`src/rtl/ratc_regs.svh`:
```
// Purpose: constants of the resolver angle tracking counter
// Assumes: 250 MHz system clock
// Notes: definitions only
`ifndef RATC_REGS_SVH
`define RATC_REGS_SVH

// Channel layout: gimbals first, then optics shaft, then trunnion
`define RATC_NCH 5
`define RATC_NGIM 3
`define RATC_TRUN_CH 4

// Counter widths
`define RATC_ANG_W 16
`define RATC_ERR_W 9
`define RATC_CRS_LO 9
`define RATC_CRS_W 7
`define RATC_FINE_W 12

// Stage weights in tenths of an arc second
`define RATC_LSB_GIM_DAS 200
`define RATC_LSB_TRUN_DAS 25

// Stepping rates
`define RATC_CLK_HZ 250000000
`define RATC_FAST_PPS 12800
`define RATC_SLOW_PPS 800
`define RATC_BIG_ERR_AS 400
`define RATC_DIV_W 19

// Reset values
`define RATC_ANG_RST 16'h0000
`define RATC_ERR_RST 9'h000
`define RATC_DIV_RST 19'h00000

`endif

```
`src/rtl/ratc_pkg.sv`:
```
// Purpose: types of the resolver angle tracking counter
// Assumes: ratc_regs.svh holds the numbers
// Notes: mode codes are Gray along null, slow, fast
`include "ratc_regs.svh"
package ratc_pkg;
  typedef logic [`RATC_NCH-1:0] ratc_ch_t;
  typedef logic [`RATC_NCH*`RATC_ANG_W-1:0] ratc_ang_bus_t;
  typedef logic [`RATC_NCH*`RATC_ERR_W-1:0] ratc_err_bus_t;
  typedef logic [`RATC_NGIM*`RATC_CRS_W-1:0] ratc_crs_bus_t;
  typedef logic [`RATC_NCH*`RATC_FINE_W-1:0] ratc_fine_bus_t;
  typedef logic [`RATC_DIV_W-1:0] ratc_div_t;
  typedef enum logic [1:0] {
    RATC_NULL = 2'b00,
    RATC_SLOW = 2'b01,
    RATC_FAST = 2'b11
  } ratc_mode_e;
endpackage

```
`src/rtl/ratc_top.sv`:
```
// Purpose: digital core of a five channel angle coupling unit
// Assumes: error detector levels are synchronous to I_CLK
// Notes: analog switching and D/A paths lie outside
`timescale 1ns/100ps
`include "ratc_regs.svh"
module ratc_top #(
  parameter int unsigned FAST_DIV = `RATC_CLK_HZ / `RATC_FAST_PPS,
  parameter int unsigned SLOW_DIV = `RATC_CLK_HZ / `RATC_SLOW_PPS
) (
  // Clock, reset, enable
  input wire logic I_CLK,
  input wire logic I_RST_N,
  input wire logic I_CE,
  // Error detector, coarse path (gimbal channels only)
  input wire ratc_pkg::ratc_ch_t I_CRS_ERR,
  input wire ratc_pkg::ratc_ch_t I_CRS_UP,
  // Error detector, fine path
  input wire ratc_pkg::ratc_ch_t I_FINE_ERR,
  input wire ratc_pkg::ratc_ch_t I_FINE_UP,
  // Mismatch above the rate threshold
  input wire ratc_pkg::ratc_ch_t I_ERR_BIG,
  // Pulses from the guidance computer
  input wire ratc_pkg::ratc_ch_t I_CMD_UP,
  input wire ratc_pkg::ratc_ch_t I_CMD_DN,
  // Angle change pulses to the guidance computer
  output logic [`RATC_NCH-1:0] O_PLS_UP,
  output logic [`RATC_NCH-1:0] O_PLS_DN,
  // Counter contents and switch controls
  output ratc_pkg::ratc_ang_bus_t O_ANGLE,
  output ratc_pkg::ratc_err_bus_t O_ERR_CNT,
  output ratc_pkg::ratc_crs_bus_t O_CRS_SW,
  output ratc_pkg::ratc_fine_bus_t O_FINE_SW,
  // Stepping mode per channel
  output logic [`RATC_NCH-1:0] O_FAST
);
  import ratc_pkg::*;

  // Shared rate dividers
  ratc_div_t fast_cnt_q;
  ratc_div_t fast_cnt_d;
  ratc_div_t slow_cnt_q;
  ratc_div_t slow_cnt_d;
  logic fast_tick;
  logic slow_tick;

  // One divider per rate; slow rate exact, fast divide of 19531.25 truncated to 19531
  always_comb begin
    fast_tick = (fast_cnt_q == `RATC_DIV_W'(FAST_DIV - 1));
    slow_tick = (slow_cnt_q == `RATC_DIV_W'(SLOW_DIV - 1));
    fast_cnt_d = fast_tick ? `RATC_DIV_RST : fast_cnt_q + 1'b1;
    slow_cnt_d = slow_tick ? `RATC_DIV_RST : slow_cnt_q + 1'b1;
  end

  always_ff @(posedge I_CLK) begin
    if (!I_RST_N) begin
      fast_cnt_q <= `RATC_DIV_RST;
      slow_cnt_q <= `RATC_DIV_RST;
    end else if (I_CE) begin
      fast_cnt_q <= fast_cnt_d;
      slow_cnt_q <= slow_cnt_d;
    end
  end

  // Per channel tracking logic
  for (genvar c = 0; c < `RATC_NCH; c++) begin : g_ch
    logic [`RATC_ANG_W-1:0] ang_q;
    logic [`RATC_ANG_W-1:0] ang_d;
    logic [`RATC_ERR_W-1:0] err_q;
    logic [`RATC_ERR_W-1:0] err_d;
    ratc_mode_e mode_q;
    ratc_mode_e mode_d;
    logic up_q;
    logic up_d;
    logic dn_q;
    logic dn_d;
    logic use_crs;
    logic act;
    logic dir_up;
    logic step;
    logic step_up;
    logic step_dn;

    always_comb begin
      // Coarse path wins; optics have no coarse stage
      use_crs = (c < `RATC_NGIM) && I_CRS_ERR[c];
      act = use_crs || I_FINE_ERR[c];
      dir_up = use_crs ? I_CRS_UP[c] : I_FINE_UP[c];
      // Same threshold and rates on every channel
      if (!act) begin
        mode_d = RATC_NULL;
      end else if (I_ERR_BIG[c]) begin
        mode_d = RATC_FAST;
      end else begin
        mode_d = RATC_SLOW;
      end
      // Gate with act so no step lands after null
      case (mode_q)
        RATC_FAST: step = act && fast_tick;
        RATC_SLOW: step = act && slow_tick;
        default: step = 1'b0;
      endcase
      step_up = step && dir_up;
      step_dn = step && !dir_up;
      if (step_up) begin
        ang_d = ang_q + 1'b1;
      end else if (step_dn) begin
        ang_d = ang_q - 1'b1;
      end else begin
        ang_d = ang_q;
      end
      // Carry and borrow of stage 0: two LSBs per pulse
      up_d = step_up && ang_q[0];
      dn_d = step_dn && !ang_q[0];
      // Computer pulses in, read counter steps fed back
      err_d = err_q + `RATC_ERR_W'(I_CMD_UP[c])
            - `RATC_ERR_W'(I_CMD_DN[c])
            + `RATC_ERR_W'(step_dn)
            - `RATC_ERR_W'(step_up);
    end

    always_ff @(posedge I_CLK) begin
      if (!I_RST_N) begin
        ang_q <= `RATC_ANG_RST;
        err_q <= `RATC_ERR_RST;
        mode_q <= RATC_NULL;
        up_q <= 1'b0;
        dn_q <= 1'b0;
      end else if (I_CE) begin
        ang_q <= ang_d;
        err_q <= err_d;
        mode_q <= mode_d;
        up_q <= up_d;
        dn_q <= dn_d;
      end
    end

    assign O_ANGLE[c*`RATC_ANG_W +: `RATC_ANG_W] = ang_q;
    assign O_ERR_CNT[c*`RATC_ERR_W +: `RATC_ERR_W] = err_q;
    assign O_FINE_SW[c*`RATC_FINE_W +: `RATC_FINE_W] = ang_q[`RATC_FINE_W-1:0];
    assign O_PLS_UP[c] = up_q;
    assign O_PLS_DN[c] = dn_q;
    assign O_FAST[c] = (mode_q == RATC_FAST);

    if (c < `RATC_NGIM) begin : g_crs
      // Top seven stages go straight to the switches
      assign O_CRS_SW[c*`RATC_CRS_W +: `RATC_CRS_W] = ang_q[`RATC_ANG_W-1:`RATC_CRS_LO];
    end
  end

endmodule // ratc_top

```
`config.mk`:
```
export PLATFORM = sky130hd
export DESIGN_NAME = ratc_top
export DESIGN_NICKNAME = d
export VERILOG_FILES = /design/src/rtl/ratc_pkg.sv /design/src/rtl/ratc_top.sv
export VERILOG_INCLUDE_DIRS = /design/src /design/src/rtl
export SDC_FILE = /design/constraint.sdc
export NUM_CORES = 1
export LEC_CHECK = 0
export ABC_AREA = 1
export ABC_CLOCK_PERIOD_IN_PS = 13200
export BUFFER_PORTS_ARGS = -buffer_cell sky130_fd_sc_hd__buf_2
export CAP_MARGIN = 20
export CORE_MARGIN = 2
export CORE_UTILIZATION = 40
export DETAILED_ROUTE_END_ITERATION = 16
export GPL_TIMING_DRIVEN = 0
export SYNTH_ARGS = -nofsm -noshare
export SYNTH_HDL_FRONTEND = slang
export SYNTH_SLANG_ARGS = --single-unit
export TNS_END_PERCENT = 5
```
`constraint.sdc`:
```
create_clock -name I_CLK -period 13.2 [get_ports I_CLK]
set_clock_uncertainty 0.15 [all_clocks]
set_input_delay 3.3 -clock I_CLK [delete_from_list [all_inputs] [get_ports I_CLK]]
set_output_delay 3.3 -clock I_CLK [all_outputs]
set_load 0.005 [all_outputs]
```
# Word-level counts from Yosys, hierarchy flattened
# Index checks and enable logic that the tools add are counted.
# totals
input_bits	38
elab_cells	154
regBits	183
# op_classes
eq_ne	12
n_reduce_logical	53
add_sub_neg	32
muxes	30
# ops
op	count
2-to-1 mux 16 bit	10
adder 9 x 1 -> 9 bit	10
subtractor 9 x 1 -> 9 bit	10
adder 16 x 1 -> 16 bit, second input constant	5
subtractor 16 x 1 -> 16 bit, second input constant	5
adder 19 x 1 -> 19 bit, second input constant	2
2-to-1 mux 19 bit	2
logical AND 1 bit	30
2-to-1 mux 2 bit	10
equality test 19 x 15 -> 1 bit, second input constant	1
equality test 19 bit, second input constant	1
equality test 2 x 1 -> 1 bit, second input constant	5
equality test 2 bit, second input constant	5
logical NOT 1 bit	10
case mux 1 bit (2 select lines)	5
AND reduction 2 bit	5
nonzero test 2 bit	5
logical OR 1 bit	3
2-to-1 mux 1 bit	3

# Logic depth before layout (Yosys ltp)
# logic_depth
ltp_word	6
mapped_depth	25
depth_no_buf	25

# Worst setup path after synthesis
# No wires, ideal clock.
# synth_path
path_type	input-to-reg
start	input I_FINE_UP[1]
end	register g_ch[1].err_q[7]
n_path_buf	0
arrival_ps	6261
setup_ps	115
cell_stages	20
slack_ps	6674
cell_sequence	inv_1 -> o21ai_0 -> inv_1 -> nor2_1 -> inv_1 -> fa_1 -> inv_1 -> fa_1 -> inv_1 -> ha_1 -> inv_1 -> fa_1 -> o21ai_0 -> nand2_1 -> nand2_1 -> nand2_1 -> nand2_1 -> xor2_1 -> o21ai_0 -> inv_1
# synth_between
elab_chain_cells	5
# synth_lines
element	line	text
from (decl)	ratc_top.sv:19	input wire ratc_pkg::ratc_ch_t I_FINE_UP,
2-to-1 mux 1 bit *	ratc_top.sv:87	dir_up = use_crs ? I_CRS_UP[c] : I_FINE_UP[c];
logical NOT 1 bit	ratc_top.sv:103	step_dn = step && !dir_up;
logical AND 1 bit	ratc_top.sv:103	
adder 9 x 1 -> 9 bit	ratc_top.sv:115	err_d = err_q + `RATC_ERR_W'(I_CMD_UP[c])
subtractor 9 x 1 -> 9 bit *	ratc_top.sv:115	
to (signal assigned)	ratc_top.sv:124	err_q <= `RATC_ERR_RST;
to (signal assigned)	ratc_top.sv:130	err_q <= err_d;
to (decl)	ratc_top.sv:68	logic [`RATC_ERR_W-1:0] err_q;
# Mark *: on every way between the ends. The rest lies on a longest branch, timed or not.
# A chain may end at the register's enable or synchronous reset.

# Final worst setup path
# layout_path
start	input I_CRS_ERR[1]
end	register g_ch[1].err_q[7]
# layout_between
elab_chain_cells	6
# layout_lines
element	line	text
from (decl)	ratc_top.sv:15	input wire ratc_pkg::ratc_ch_t I_CRS_ERR,
logical OR 1 bit	ratc_top.sv:86	act = use_crs || I_FINE_ERR[c];
logical AND 1 bit (on tied branches)	ratc_top.sv:99, ratc_top.sv:98	
case mux 1 bit (2 select lines)	ratc_top.sv:97	case (mode_q)
logical AND 1 bit	ratc_top.sv:103	
adder 9 x 1 -> 9 bit	ratc_top.sv:115	
subtractor 9 x 1 -> 9 bit *	ratc_top.sv:115	
# Marks and branches as above.

==> metrics <==
outcome=finished, final reports clean; crit path time final=6.90 ns; Post-DRT Antenna Nets=0; Residual DRC=0; global-route wire length before repair=63600 um; Rel. slew slack=33.6%; Starting Density=40.8%; Distinct cells, synth=45; crit end category=register; CTS Buf Count=17; largest fanout on the critical path=16; Critical Path AT=7.09 ns; Sink Count=183; slowest CP cell=fa_1; drt total wl=39900 um; wire length on met3=1930 um; Synth Instances=1969; Post-Syn Area per Cell=6.96 um^2; Horiz. Die Dim=189 um; critical path required time=13.39 ns; Area Growth Syn to Fin=17.8%; area share of the largest cell type after synthesis=26.7%; Iteration-0 DRC Markers=846; gpl congestion=0.911; clk_lat worst skew=0.45 ns; Top FF cell, synth=dfxtp_1; Crit path buffers/inverters=7; top cells by area, synth=dfxtp_1 (27%), ha_1 (10%), nand2_1 (10%); Initial DRT Pass Iterations=5; FP Rows=67; Syn Nets=2140; Post-synth EDFFs=0; Slew Viols, Final=0; Most Frequent Cell on Critical Path=inv_1; DR WL met2=18300 um; Max-Cap Viols=0; initial antenna violation count=0; vias per cell=4.94; FMAX=145 MHz; worst vdd ir=0.0925 mV; share of layout cells above drive strength 1=20.5%; Clock Path Buffers=2; CTS H-tree depth=4; total power=1560 uW; Post-CTS Setup Bufs=0; WS Path Type=in2reg; routed len/inst=14.8 um; final clock period utilization by the worst path=52.2%; DP Area=15500 um^2; Post-CTS Resized=0; Die H=189 um; die area=35700 um^2; post-synthesis cell area=13700 um^2; pin count of the biggest net entering global routing=18; CTS tree=yes; fill cell count=3419; met1 wire length=18800 um; grt ovf=0; Synth Warn #=0; Yosys reg bits=183; asr flop ratio synth=0%; DP Wirelength=30900 um; final instance area=16100 um^2; vias in the first global route=12200; Hold Vio Cnt, Final=0; total number of vias=13400; unrepaired setup endpoints after global routing=false; Clock Pin Slew Worst Setup and Hold Paths=0.07 ns; sequential fraction of the synthesis area=26.7%; DR top layer=met4; hold_buf cts=0; I/O pin cnt=259; Port Buffers=252; startpoint types=input port; post-synth top area cell=dfxtp_1; layout net count=2411; worst-margin pin slew=0.996 ns; CTS root buffer=clkbuf_16; CP peak stage delay=0.60 ns; hold crit path type=reg2reg; Setup TNS Final=0 ns; endpoints failing setup=0; Worst path top cell family by delay=adder cells; Leak=0.00848 uW; worst path cell trace=buf_2, o21ai_0, inv_1, nor2_1, inv_1, fa_1, inv_1, fa_1, inv_1, ha_1, inv_1, fa_1, o21ai_0, nand2_1, nand2_1, nand2_1, nand2_1, xor2_1, o21ai_0, inv_1; Power Dens Cells=96.7 nW/um^2; GRT Total Usage=22.3%; core area=33600 um^2
sequential cells by signal (all words and copies together) (netlist names):
signal / count
g_ch.err_q: 45
fast_cnt_q: 19
g_ch.ang_q: 80
g_ch.mode_q: 10
slow_cnt_q: 19
g_ch.up_q: 5
g_ch.dn_q: 5
worst reg2reg max path, delay by kind of cell, from the launching register on:
kind | cells | cell delay [ns]
flops | 1 | 0.37
fa+ha+maj | 5 | 1.99
compound gates | 3 | 0.59
xor+xnor | 1 | 0.09
simple gates | 9 | 1.41
buf+inv | 2 | 0.12
final cells by class:
type / instances / area (um^2) / share of cell area (%)
multi-input cells: 1408 / 8180 / 50.7
flip-flops and latches: 183 / 3660 / 22.7
repair buffers: 252 / 1260 / 7.82
plain buffers: 140 / 961 / 5.96
inverters: 238 / 893 / 5.54
well taps: 448 / 561 / 3.47
clock buffers: 20 / 467 / 2.89
clock inverters: 12 / 141 / 0.876
diodes: 1 / 2.50 / 0.0155
metrics by stage:
| step | setup WS, ns | utilization, % | hold WS (ns) | std cells |
|---|---|---|---|---|
| CTS | 6.25 | 48.0 | 0.322 | 2701 |
| global placement | 5.81 | 46.2 | 0.305 | 2669 |
| global route | 5.97 | 48.0 | 0.345 | 2701 |
| floorplan | 6.67 | - | 0.295 | 1969 |
| finish | 6.30 | 48.0 | 0.324 | 2702 |
| detailed placement | 5.81 | 46.2 | 0.311 | 2669 |
synthesized netlist by cell type (8+ instances only):
cell type / instances
a21o_1: 15
a21oi_1: 176
a21oi_2: 23
buf_2: 12
buf_4: 92
buf_6: 10
clkbuf_1: 24
dfxtp_1: 183
fa_1: 20
ha_1: 113
inv_1: 235
nand2_1: 374
nand3_1: 103
nand3b_1: 8
nand4_1: 23
nor2_1: 245
nor3_1: 21
o21ai_0: 102
o21ai_1: 22
o21bai_1: 12
xnor2_1: 22
xor2_1: 66
routing by layer:
layer | global-route usage [%] | up-vias
met5 | 0 | -
li1 | - | 6855
met2 | 36.9 | 343
met1 | 29.9 | 6114
met3 | 3.04 | 47
met4 | 7.06 | 0
worst paths after layout:
path	startpoint	end	slack, ns	cells past startpoint
worst max-delay path	I_CRS_ERR[1]	g_ch[1].err_q[7]	6.30	20
worst min-delay path	g_ch[4].dn_q	g_ch[4].dn_q	0.32	2
worst max register to register	slow_cnt_q[0]	g_ch[3].err_q[7]	8.38	20
worst min register to register	g_ch[4].dn_q	g_ch[4].dn_q	0.32	2
cell families (layout without fill, tap and decap cells):
logic type / count (synthesis) / in the layout / synth area share, %
xor+xnor: 88 / 88 / 5.63
buf+inv: 378 / 662 / 13.5
other cells: 0 / 1 / 0
simple gates: 819 / 819 / 25.9
fa+ha+maj: 133 / 133 / 13.2
compound gates: 368 / 368 / 15.0
flops: 183 / 183 / 26.7
cell usage in the layout, fill, tap and decap left out, types with 7 or more instances in the layout:
cell       count
a21oi_1      176
dfxtp_1      183
clkbuf_16     17
o21bai_1      12
nand4_1       23
buf_6         10
buf_2        264
nand3_2        7
buf_4         92
o21ai_1       22
xnor2_1       22
a21oi_2       23
nand2_2        7
fa_1          20
clkbuf_1      24
inv_1        235
nor2_4         7
o21ai_0      102
nand2_1      374
nor2_1       245
nand3_1      103
a21o_1        15
xor2_1        66
nor3_1        21
ha_1         113
nand3b_1       8
power breakdown:
group	leakage (uW)	internal, uW	switching [uW]
clock	0.000299	297	243
combinational	0.00669	168	236
sequential	0.00149	584	32.0
Power figures use the tool's default switching activity.
